**src/common/bsg_params.svh**
```systemverilog
/*
 * Constants for the status pin block: pin count, function codes, reset values, timing counts.
 * Assumes a 20 MHz reference clock and inclusion by its bare name.
 */
`ifndef BSG_PARAMS_SVH
`define BSG_PARAMS_SVH
// ************************************************************
// Pin functions
// ************************************************************
`define BSG_NUM_PINS 8
`define BSG_FUNC_W 4
`define BSG_FN_TRISTATE 4'h0
`define BSG_FN_DRIVE1 4'h1
`define BSG_FN_DRIVE0 4'h2
`define BSG_FN_POWER 4'h3
`define BSG_FN_TX_ACTIVITY_LED_N 4'h4
`define BSG_FN_RX_ACTIVITY_LED_N 4'h5
`define BSG_FN_TXRXLED 4'h6
`define BSG_FN_SUSPEND 4'h7
`define BSG_FN_CHG0 4'h8
`define BSG_FN_CHG1 4'h9
`define BSG_FN_VBUS 4'hA
`define BSG_FN_DRVEN 4'hB
// ************************************************************
// Charger codes and timing
// ************************************************************
`define BSG_CHG_NONE_RST 2'h0
`define BSG_CHG_SDP_RST 2'h1
`define BSG_CHG_CDP_DCP_RST 2'h2
`define BSG_CHG_SUSP_RST 2'h3
`define BSG_CLK_HZ 20000000
`define BSG_LED_HOLD_MS 20
`define BSG_LED_HOLD_CYC ((`BSG_CLK_HZ / 1000) * `BSG_LED_HOLD_MS)
`define BSG_DET_CYC 64
`endif

```
**src/common/bsg_pkg.sv**
```systemverilog
/*
 * Types shared by the status pin block.
 * Assumes bsg_params.svh is reachable on the include path.
 */
`include "bsg_params.svh"
package bsg_pkg;
  typedef logic [`BSG_FUNC_W-1:0] bsg_func_type;
  typedef enum logic [1:0] {BSG_DET_NONE, BSG_DET_SDP, BSG_DET_CDP, BSG_DET_DCP} bsg_charger_type;
  typedef enum {BSG_ST_IDLE, BSG_ST_DETECT, BSG_ST_DONE} bsg_state_type;
endpackage : bsg_pkg

```
**src/common/bsg_act_if.sv**
```systemverilog
/*
 * Carrier between the top module and its activity pulse stretcher.
 * Assumes both ends share ref_clk_i.
 */
`timescale 1ns/1ns
interface bsg_act_if;
  logic tx_evt;
  logic rx_evt;
  logic tx_hold;
  logic rx_hold;
  modport src (output tx_evt, output rx_evt, input tx_hold, input rx_hold);
  modport sink (input tx_evt, input rx_evt, output tx_hold, output rx_hold);
endinterface : bsg_act_if

```
**src/hw/bsg_act_stretch.sv**
```systemverilog
/*
 * Stretches one-cycle transfer events into visible LED hold levels.
 * Assumes events are synchronous to ref_clk_i.
 */
`timescale 1ns/1ns
`include "bsg_params.svh"
module bsg_act_stretch #(
  parameter int HOLD_CYC = `BSG_LED_HOLD_CYC
) (
  input wire logic ref_clk_i, // Reference clock.
  input wire logic rstn_i, // Asynchronous reset, active low.
  bsg_act_if.sink act // Events in, hold levels out.
);
  import bsg_pkg::*;
  logic [31:0] tx_cnt_q;
  logic [31:0] rx_cnt_q;
  // A fresh event reloads the count, so a steady stream keeps the LED lit.
  always_ff @(posedge ref_clk_i or negedge rstn_i) begin
    if (!rstn_i) begin
      tx_cnt_q <= 32'h0;
    end else if (act.tx_evt) begin
      tx_cnt_q <= 32'(HOLD_CYC);
    end else if (tx_cnt_q != 32'h0) begin
      tx_cnt_q <= tx_cnt_q - 32'h1;
    end
  end
  // Receive side counts independently.
  always_ff @(posedge ref_clk_i or negedge rstn_i) begin
    if (!rstn_i) begin
      rx_cnt_q <= 32'h0;
    end else if (act.rx_evt) begin
      rx_cnt_q <= 32'(HOLD_CYC);
    end else if (rx_cnt_q != 32'h0) begin
      rx_cnt_q <= rx_cnt_q - 32'h1;
    end
  end
  assign act.tx_hold = (tx_cnt_q != 32'h0);
  assign act.rx_hold = (rx_cnt_q != 32'h0);
endmodule : bsg_act_stretch

```
**src/hw/bsg_status_gpio.sv**
```systemverilog
/*
 * General pin function mux of the bridge: suspend and power indicators, activity LEDs,
 * line driver enable, ring wake, vbus sense and charger type reporting.
 * Assumes the USB engine supplies same-clock status and the pin function table is static
 * from stored configuration, presented on cfg_func_i and taken once after reset.
 */
`timescale 1ns/1ns
`include "bsg_params.svh"
module bsg_status_gpio #(
  parameter int NPINS = `BSG_NUM_PINS,
  parameter int HOLD_CYC = `BSG_LED_HOLD_CYC,
  parameter int DET_CYC = `BSG_DET_CYC
) (
  input wire logic ref_clk_i, // 20 MHz clock.
  input wire logic rstn_i, // Asynchronous reset, active low.
  input wire logic [NPINS*`BSG_FUNC_W-1:0] cfg_func_i, // Stored function per pin.
  input wire logic [7:0] cfg_chg_code_i, // Codes for none, SDP, CDP/DCP, suspend.
  input wire logic usb_suspended_i, // Link suspended.
  input wire logic usb_configured_i, // Device in configured state.
  input wire logic usb_tx_evt_i, // One-cycle USB transmit event.
  input wire logic usb_rx_evt_i, // One-cycle USB receive event.
  input wire logic uart_tx_avail_i, // Character waits in transmit buffer.
  input wire bsg_pkg::bsg_charger_type det_result_i, // Detected charger type.
  input wire logic det_done_i, // Detection result valid.
  input wire logic ring_indicator_n_i, // Ring indicator pin.
  input wire logic [NPINS-1:0] gpio_in_i, // Pin input levels.
  output logic [NPINS-1:0] gpio_out_o, // Pin output levels.
  output logic [NPINS-1:0] gpio_oe_n_o, // Pin enables, low drives.
  output logic det_start_o, // Pulse to start charger detection.
  output logic remote_wake_o, // Pulse requesting wake to host.
  output logic dplus_pullup_o, // D+ pull-up enable.
  output logic vbus_present_o // Sensed vbus level.
);
  import bsg_pkg::*;
  // ************************************************************
  // Configuration capture
  // ************************************************************
  bsg_func_type func_q [NPINS];
  logic loaded_q;
  // Taken once on the first edge after release; later changes need a reset.
  always_ff @(posedge ref_clk_i or negedge rstn_i) begin
    if (!rstn_i) begin
      loaded_q <= 1'b0;
    end else begin
      loaded_q <= 1'b1;
    end
  end
  for (genvar p = 0; p < NPINS; p++) begin : g_cfg
    always_ff @(posedge ref_clk_i or negedge rstn_i) begin
      if (!rstn_i) begin
        func_q[p] <= (p == 4) ? `BSG_FN_SUSPEND : `BSG_FN_TRISTATE;
      end else if (!loaded_q) begin
        func_q[p] <= cfg_func_i[p*`BSG_FUNC_W +: `BSG_FUNC_W];
      end
    end
  end
  // ************************************************************
  // Input synchronisers
  // ************************************************************
  logic [NPINS-1:0] pin_m_q, pin_s_q;
  logic ri_m_q, ri_s_q, ri_old_q;
  always_ff @(posedge ref_clk_i or negedge rstn_i) begin
    if (!rstn_i) begin
      pin_m_q <= '0;
      pin_s_q <= '0;
      ri_m_q <= 1'b1;
      ri_s_q <= 1'b1;
      ri_old_q <= 1'b1;
    end else begin
      pin_m_q <= gpio_in_i;
      pin_s_q <= pin_m_q;
      ri_m_q <= ring_indicator_n_i;
      ri_s_q <= ri_m_q;
      ri_old_q <= ri_s_q;
    end
  end
  // Any pin set to vbus sense contributes; several sense pins are ORed.
  logic vbus_lvl;
  always_comb begin
    vbus_lvl = 1'b0;
    for (int p = 0; p < NPINS; p++) begin
      if (func_q[p] == `BSG_FN_VBUS && pin_s_q[p]) begin
        vbus_lvl = 1'b1;
      end
    end
  end
  // ************************************************************
  // Ring wake
  // ************************************************************
  // Only a falling ring edge during suspend wakes; awake links ignore it.
  always_ff @(posedge ref_clk_i or negedge rstn_i) begin
    if (!rstn_i) begin
      remote_wake_o <= 1'b0;
    end else begin
      remote_wake_o <= ri_old_q && !ri_s_q && usb_suspended_i;
    end
  end
  // ************************************************************
  // Charger detection
  // ************************************************************
  bsg_state_type st_q;
  logic [15:0] det_cnt_q;
  logic vbus_q;
  bsg_charger_type chg_q;
  always_ff @(posedge ref_clk_i or negedge rstn_i) begin
    if (!rstn_i) begin
      vbus_q <= 1'b0;
    end else begin
      vbus_q <= vbus_lvl;
    end
  end
  // Detection runs once per vbus arrival; loss of vbus aborts it at once.
  always_ff @(posedge ref_clk_i or negedge rstn_i) begin
    if (!rstn_i) begin
      st_q <= BSG_ST_IDLE;
      det_start_o <= 1'b0;
      det_cnt_q <= 16'h0;
      chg_q <= BSG_DET_NONE;
      dplus_pullup_o <= 1'b0;
    end else begin
      det_start_o <= 1'b0;
      if (!vbus_lvl) begin
        st_q <= BSG_ST_IDLE;
        chg_q <= BSG_DET_NONE;
        dplus_pullup_o <= 1'b0;
      end else begin
        case (st_q)
          BSG_ST_IDLE: begin
            if (!vbus_q) begin
              st_q <= BSG_ST_DETECT;
              det_start_o <= 1'b1;
              det_cnt_q <= 16'(DET_CYC);
            end
          end
          BSG_ST_DETECT: begin
            if (det_cnt_q != 16'h0) begin
              det_cnt_q <= det_cnt_q - 16'h1;
            end
            if (det_done_i) begin
              st_q <= BSG_ST_DONE;
              chg_q <= det_result_i;
              dplus_pullup_o <= (det_result_i == BSG_DET_SDP) || (det_result_i == BSG_DET_CDP);
            end else if (det_cnt_q == 16'h0) begin
              // No answer in time is treated as a standard port.
              st_q <= BSG_ST_DONE;
              chg_q <= BSG_DET_SDP;
              dplus_pullup_o <= 1'b1;
            end
          end
          default: begin
          end
        endcase
      end
    end
  end
  // Code shown on the charger-type pins; suspend overrides any port type.
  logic [1:0] chg_code;
  always_comb begin
    if (!vbus_q || chg_q == BSG_DET_NONE) begin
      chg_code = cfg_chg_code_i[1:0];
    end else if (usb_suspended_i) begin
      chg_code = cfg_chg_code_i[7:6];
    end else if (chg_q == BSG_DET_SDP) begin
      chg_code = cfg_chg_code_i[3:2];
    end else begin
      chg_code = cfg_chg_code_i[5:4];
    end
  end
  // ************************************************************
  // Activity stretching
  // ************************************************************
  bsg_act_if act ();
  assign act.tx_evt = usb_tx_evt_i;
  assign act.rx_evt = usb_rx_evt_i;
  bsg_act_stretch #(.HOLD_CYC(HOLD_CYC)) u_stretch (
    .ref_clk_i(ref_clk_i),
    .rstn_i(rstn_i),
    .act(act)
  );
  // ************************************************************
  // Pin output mux
  // ************************************************************
  for (genvar p = 0; p < NPINS; p++) begin : g_pin
    always_ff @(posedge ref_clk_i or negedge rstn_i) begin
      if (!rstn_i) begin
        gpio_out_o[p] <= 1'b1;
        gpio_oe_n_o[p] <= 1'b1;
      end else begin
        gpio_oe_n_o[p] <= 1'b0;
        case (func_q[p])
          `BSG_FN_DRIVE1: gpio_out_o[p] <= 1'b1;
          `BSG_FN_DRIVE0: gpio_out_o[p] <= 1'b0;
          `BSG_FN_POWER: gpio_out_o[p] <= !(usb_configured_i && !usb_suspended_i);
          `BSG_FN_SUSPEND: gpio_out_o[p] <= !usb_suspended_i;
          `BSG_FN_TX_ACTIVITY_LED_N: gpio_out_o[p] <= !act.tx_hold;
          `BSG_FN_RX_ACTIVITY_LED_N: gpio_out_o[p] <= !act.rx_hold;
          `BSG_FN_TXRXLED: gpio_out_o[p] <= !(act.tx_hold || act.rx_hold);
          `BSG_FN_CHG0: gpio_out_o[p] <= chg_code[0];
          `BSG_FN_CHG1: gpio_out_o[p] <= chg_code[1];
          `BSG_FN_DRVEN: gpio_out_o[p] <= uart_tx_avail_i;
          default: begin
            gpio_out_o[p] <= 1'b1;
            gpio_oe_n_o[p] <= 1'b1;
          end
        endcase
      end
    end
  end
  always_ff @(posedge ref_clk_i or negedge rstn_i) begin
    if (!rstn_i) begin
      vbus_present_o <= 1'b0;
    end else begin
      vbus_present_o <= vbus_q;
    end
  end
  // ************************************************************
  // Checks
  // ************************************************************
  chk_susp_level: assert property (@(posedge ref_clk_i) disable iff (!rstn_i)
    (loaded_q && func_q[4] == `BSG_FN_SUSPEND) |=> (gpio_out_o[4] == !$past(usb_suspended_i)))
    else $error("suspend indicator wrong");
  chk_power_low: assert property (@(posedge ref_clk_i) disable iff (!rstn_i)
    (func_q[4] == `BSG_FN_POWER && (!usb_configured_i || usb_suspended_i)) |=> gpio_out_o[4])
    else $error("power control low while unconfigured");
  chk_drven_follow: assert property (@(posedge ref_clk_i) disable iff (!rstn_i)
    (func_q[3] == `BSG_FN_DRVEN && loaded_q) |=> (gpio_out_o[3] == $past(uart_tx_avail_i)))
    else $error("driver enable mismatch");
  chk_vbus_start: assert property (@(posedge ref_clk_i) disable iff (!rstn_i)
    (st_q == BSG_ST_IDLE && vbus_lvl && !vbus_q) |=> det_start_o)
    else $error("detection not started");
  chk_pullup_drop: assert property (@(posedge ref_clk_i) disable iff (!rstn_i)
    !vbus_lvl |=> (!dplus_pullup_o && chg_q == BSG_DET_NONE))
    else $error("pullup kept without vbus");
  chk_pullup_type: assert property (@(posedge ref_clk_i) disable iff (!rstn_i)
    (st_q == BSG_ST_DETECT && vbus_lvl && det_done_i && det_result_i == BSG_DET_DCP) |=> !dplus_pullup_o)
    else $error("pullup on dedicated charger");
  chk_wake_susp: assert property (@(posedge ref_clk_i) disable iff (!rstn_i)
    remote_wake_o |-> $past(usb_suspended_i))
    else $error("wake outside suspend");
  chk_led_event: assert property (@(posedge ref_clk_i) disable iff (!rstn_i)
    (usb_tx_evt_i && func_q[0] == `BSG_FN_TX_ACTIVITY_LED_N) |=> ##1 !gpio_out_o[0])
    else $error("tx LED not lit");
  chk_cfg_static: assert property (@(posedge ref_clk_i) disable iff (!rstn_i)
    loaded_q |=> $stable(func_q[4]))
    else $error("pin function changed");
  cov_wake: cover property (@(posedge ref_clk_i) disable iff (!rstn_i) remote_wake_o);
  cov_sdp: cover property (@(posedge ref_clk_i) disable iff (!rstn_i) st_q == BSG_ST_DONE && dplus_pullup_o);
  cov_led: cover property (@(posedge ref_clk_i) disable iff (!rstn_i) act.tx_hold && act.rx_hold);
endmodule : bsg_status_gpio

```
**config.mk**
```make
export PLATFORM = sky130hd
export DESIGN_NAME = bsg_status_gpio
export DESIGN_NICKNAME = d
export VERILOG_FILES = /design/src/common/bsg_pkg.sv /design/src/common/bsg_act_if.sv /design/src/hw/bsg_act_stretch.sv /design/src/hw/bsg_status_gpio.sv
export VERILOG_INCLUDE_DIRS = /design/src /design/src/common
export SDC_FILE = /design/constraint.sdc
export NUM_CORES = 1
export LEC_CHECK = 0
export ABC_AREA = 1
export BUFFER_PORTS_ARGS = -buffer_cell sky130_fd_sc_hd__buf_4
export CORE_MARGIN = 3
export CORE_UTILIZATION = 60
export DETAILED_ROUTE_END_ITERATION = 10
export PLACE_DENSITY_LB_ADDON = 0.3
export SYNTH_ARGS = -nofsm -noshare
export SYNTH_HDL_FRONTEND = slang
export SYNTH_SLANG_ARGS = --single-unit
```
**constraint.sdc**
```tcl
create_clock -name ref_clk_i -period 2.3 [get_ports ref_clk_i]
set_input_delay 0.46 -clock ref_clk_i [delete_from_list [all_inputs] [get_ports ref_clk_i]]
set_output_delay 0.46 -clock ref_clk_i [all_outputs]
set_load 0.1 [all_outputs]
```
==> results.md <==
Setup path:
- The worst flop-to-flop path endpoint is det_cnt_q[0].
- The critical path in this run is classified as flip-flop to flip-flop.
- The length in cells of the worst reg-to-reg path is 10.
- The setup slack on the worst flop-to-flop path is 0.33 ns.
- Together, buffers and inverters on the worst path number 1.
- The largest single stage delay on the critical path is 0.37 ns.
- The critical path capture point type is a flip-flop.
- The data required time of the worst path is 2.65 ns.
- Traced cell by cell, the critical path runs through inv_1, ha_1, nand2_2, nor2_4, nand2_2, nor2_4, nand4_4, nand3_4, nand2_1, o21ai_2.
- In this run the worst path has a maximum fanout of 25.
- STA classifies the critical path startpoint as a flip-flop.
- In this run the critical register-to-register path is launched from det_cnt_q[0].
- The cell family contributing the most delay on the critical path is simple AND/OR/NAND/NOR gates.
- On the critical path, the stage with the largest delay is an instance of dfrtp_1.
- The data arrival time at the worst-slack endpoint is 2.32 ns.

Placed design:
- The count of buffers added on input and output ports is between 70 and 80.
- Routability-driven placement finished with a final weighted congestion of 0.919.
- The placed instances occupy a cell area of 9700 um^2.
- Summed over all nets, the half-perimeter wirelength after detailed placement is between 15 and 20 mm.

Die:
- The die span in y is 128 um.
- Pin placement for this block handled 79 I/O pins.
- The initial core utilization is a little over three fifths.
- The horizontal die dimension is roughly 130 um.
- The core region is about 14000 um^2.
- The number of standard-cell rows in the floorplan is 43.
- The die area is 16300 um^2.

STA:
- The number of max-slew violations in the final report was 0.
- For the pin with the worst max-slew slack, the measured transition is 0.727 ns.
- The post-route clock period utilization is 85.6%.
- The time the worst path needs with I/O delays and setup is a little under 2 ns.
- The total count of hold-check failures in the final report was 0.
- For this run, the top clock speed supported by timing is 508 MHz.
- Setup violations remaining at the end of the flow were counted as 0.
- The tightest slew margin relative to the limit is 51.5%.
- Setup repair after global routing left no endpoint under its margin.
- The accumulated negative setup slack is 0 ns.
- For the final database, setup skew stands at 0.00632 ns.

Synthesis:
- In the post-synthesis netlist, the biggest area contributors are dfrtp_1 38%, nand2_1 11%, nor2_1 11%.
- When the netlist entered floorplanning its net count stood at roughly 1300.
- The sequential element share of the synthesized area is between 40% and 50%.
- Averaged over all synthesized cells, the footprint is 7.34 um^2.
- The synthesized netlist contains 48 unique library cells.
- The share of the synthesized area in the top cell type is 38.0%.
- The number of enable-type register cells in the synthesized netlist is 0.
- The synthesized netlist occupies a cell area of slightly below 9000 um^2.
- The post-synthesis sequential element count is 157.
- Summed over all instances, the cell type with the most area after synthesis is dfrtp_1.
- After synthesis, the most frequently instantiated cells are 271 x nand2_1, 258 x nor2_1, 135 x dfrtp_1.
- The most repeated cell in the gate-level netlist after synthesis is nand2_1.
- The fraction of registers with async set/reset is 100%.
- The cell count after synthesis came out at ~1200.
- The most common flop cell mapped by yosys is dfrtp_1.
- Yosys printed 0 warnings.

Routing:
- For this run, design rule violations remaining after detail routing come to 0.
- The per-cell via count in the routed design is 5.44.
- After detailed routing, the average wire length per cell comes to 14.7 um.
- For this block, the initial DRC count from the detailed router was 819.
- For this block, the via count after detailed routing is 8137.
- The detailed-router iteration count before antenna repair is 5.
- In this run the remaining antenna-violating nets after routing total 0.
- The final layout contains routed wiring with a total length of 22.0 mm.

Power and ir drop:
- The reported leakage power is between 5 and 6 nW.
- The peak supply drop is 0.633 mV.
- The internal portion of the total power is 5.52 mW.
- Net switching is 38.4% of the power.
- The switching power of the nets is around 3.4 mW.
- The power consumption is 8.97 mW.
- The power share of the combinational group is 31.6%.
- Power spread over the standard cell area amounts to a little under 900 nW/um^2.
- Of the total power, the clock network draws 30.2%.
- Sequential cells burn 38.2% of the power.

GRT:
- The total congestion overflow is 0.
- The number of global-route vias before repair is a little under 8000.
- Global routing used 28.0% of the available tracks across all layers.
- The initial antenna violation count is 0.
- Entering global routing, the biggest net connects 51 pins.
- The first global-routing pass estimated 36.7 mm of wire.

Min path:
- The endpoint with the worst hold slack is pin_m_q[2].
- The cell depth of the worst hold path is 1.
- The type of the worst min-delay path is input port to flip-flop.
- The source of the worst hold timing path is gpio_in_i[2].

CTS:
- Clock-pin slew was measured on the worst setup and hold paths at 0.07 ns.
- The total setup buffers inserted after CTS is 0.
- In this run the deepest clock path goes through 2 buffers.
- TritonCTS built the clock tree.
- The sink count of the clock tree is 157.
- Counting the buffers created by CTS gives 17.
- In this run the clock root is driven by a clkbuf_16.
- In this run the number of H-tree levels came out at 4.
- The worst-skew pair later-pin latency is 0.43 ns.

Finish:
- Once layout is complete, the utilization of the core stands at 72.3%.
- After routing the design area is about 10000 um^2.
- Cells with a size suffix above 1 make up 17.1% of the layout.
- The area growth from synthesis to final layout is 15.5%.
- The antenna diode instance count is 0.
- The final net count is approximately 1400.

Job:
- The max-capacitance violation count is 0.

Status:
- The flow ran to the end, and the final reports show no timing, DRC or antenna violations.
[metrics by stage]
| step | std cells | hold slack [ns] | setup WS (ns) |
|---|---|---|---|
| after CTS | 1495 | 0.119 | 0.321 |
| after floorplan | 1213 | 0.164 | 0.623 |
| after global routing | 1495 | 0.119 | 0.121 |
| after detailed placement | 1462 | 0.335 | 0.332 |
| after global placement | 1462 | 0.333 | 0.413 |
| final | 1495 | 0.130 | 0.332 |
[registers in the layout, summed over array words and instances, names as in the netlist, 8 cells and up]
signal	count
func_q	32
u_stretch.rx_cnt_q	32
u_stretch.tx_cnt_q	32
det_cnt_q	16
gpio_oe_n_o	8
gpio_out_o	8
pin_m_q	8
pin_s_q	8
[layout make-up]
class	count	area (um^2)
clock inverters	13	130
flip-flops and latches	157	3960
fillers	1144	3930
multi-input cells	895	4280
clock buffers	19	433
inverters	139	524
well taps	180	225
repair buffers	92	722
[per-layer routing]
metal	up-vias	track usage, %	wire length, um
met5	-	0	0
met4	0	9.93	443
met3	43	5.50	1360
met2	296	45.9	10400
met1	3782	37.4	9760
li1	4016	-	-
[power by group through the flow]
stage               Sequential, mW  Combinational [mW]  Clock, mW
floorplan                     3.81                1.75          0
global placement              3.45                2.70          0
detailed placement            3.45                2.76          0
CTS                           3.41                2.81       2.74
global route                  3.46                3.13       2.87
finish                        3.42                2.84       2.71
[worst reg2reg max path, stage by stage, from the launching register on]
cell and delay (ns):
dfrtp_1 0.37, inv_1 0.14, ha_1 0.27, nand2_2 0.09, nor2_4 0.11, nand2_2 0.07, nor2_4 0.11, nand4_4 0.16
nand3_4 0.37, nand2_1 0.12, o21ai_2 0.07
[worst max-delay path by stage]
stage                         start             to  depth (start not counted)
floorplan              det_cnt_q[0]   det_cnt_q[5]                         11
global placement    usb_suspended_i  gpio_out_o[6]                          8
detailed placement     det_cnt_q[0]  det_cnt_q[13]                         10
CTS                    det_cnt_q[0]  det_cnt_q[13]                         10
global route           det_cnt_q[0]   det_cnt_q[0]                         10
finish                 det_cnt_q[0]   det_cnt_q[0]                         10
[repair_timing]
| action | in CTS | in global routing |
|---|---|---|
| hold buffers | 1 | 0 |
| endpoints found under the hold margin | 33 | 0 |
| resized for setup | 0 | 0 |
[layout by cell type (no fill, tap or decap), types with 9 or more instances in the layout]
cell type,synthesis,layout
nand2_1,271,271
nor2_1,258,258
dfrtp_1,135,134
inv_1,127,127
nand3_1,92,92
buf_4,0,88
a21oi_1,55,55
nor3_1,41,41
xor2_1,30,30
nor2_2,22,22
o21ai_0,22,22
dfstp_2,22,22
clkbuf_16,0,17
nand4_1,11,11
nand2_2,11,11
inv_2,10,10
o21ai_2,9,9
or2_2,9,9
[logic make-up after synthesis]
kind of cell / Yosys count / share of synthesized area [%]
compound gates: 112 / 7.34
other cells: 1 / 0.0421
buf+inv: 161 / 7.41
fa+ha+maj: 5 / 0.703
mux: 1 / 0.127
simple gates: 741 / 36.5
flops: 157 / 44.5
xor+xnor: 35 / 3.44
Note: power is estimated with default switching activity, not from simulation.
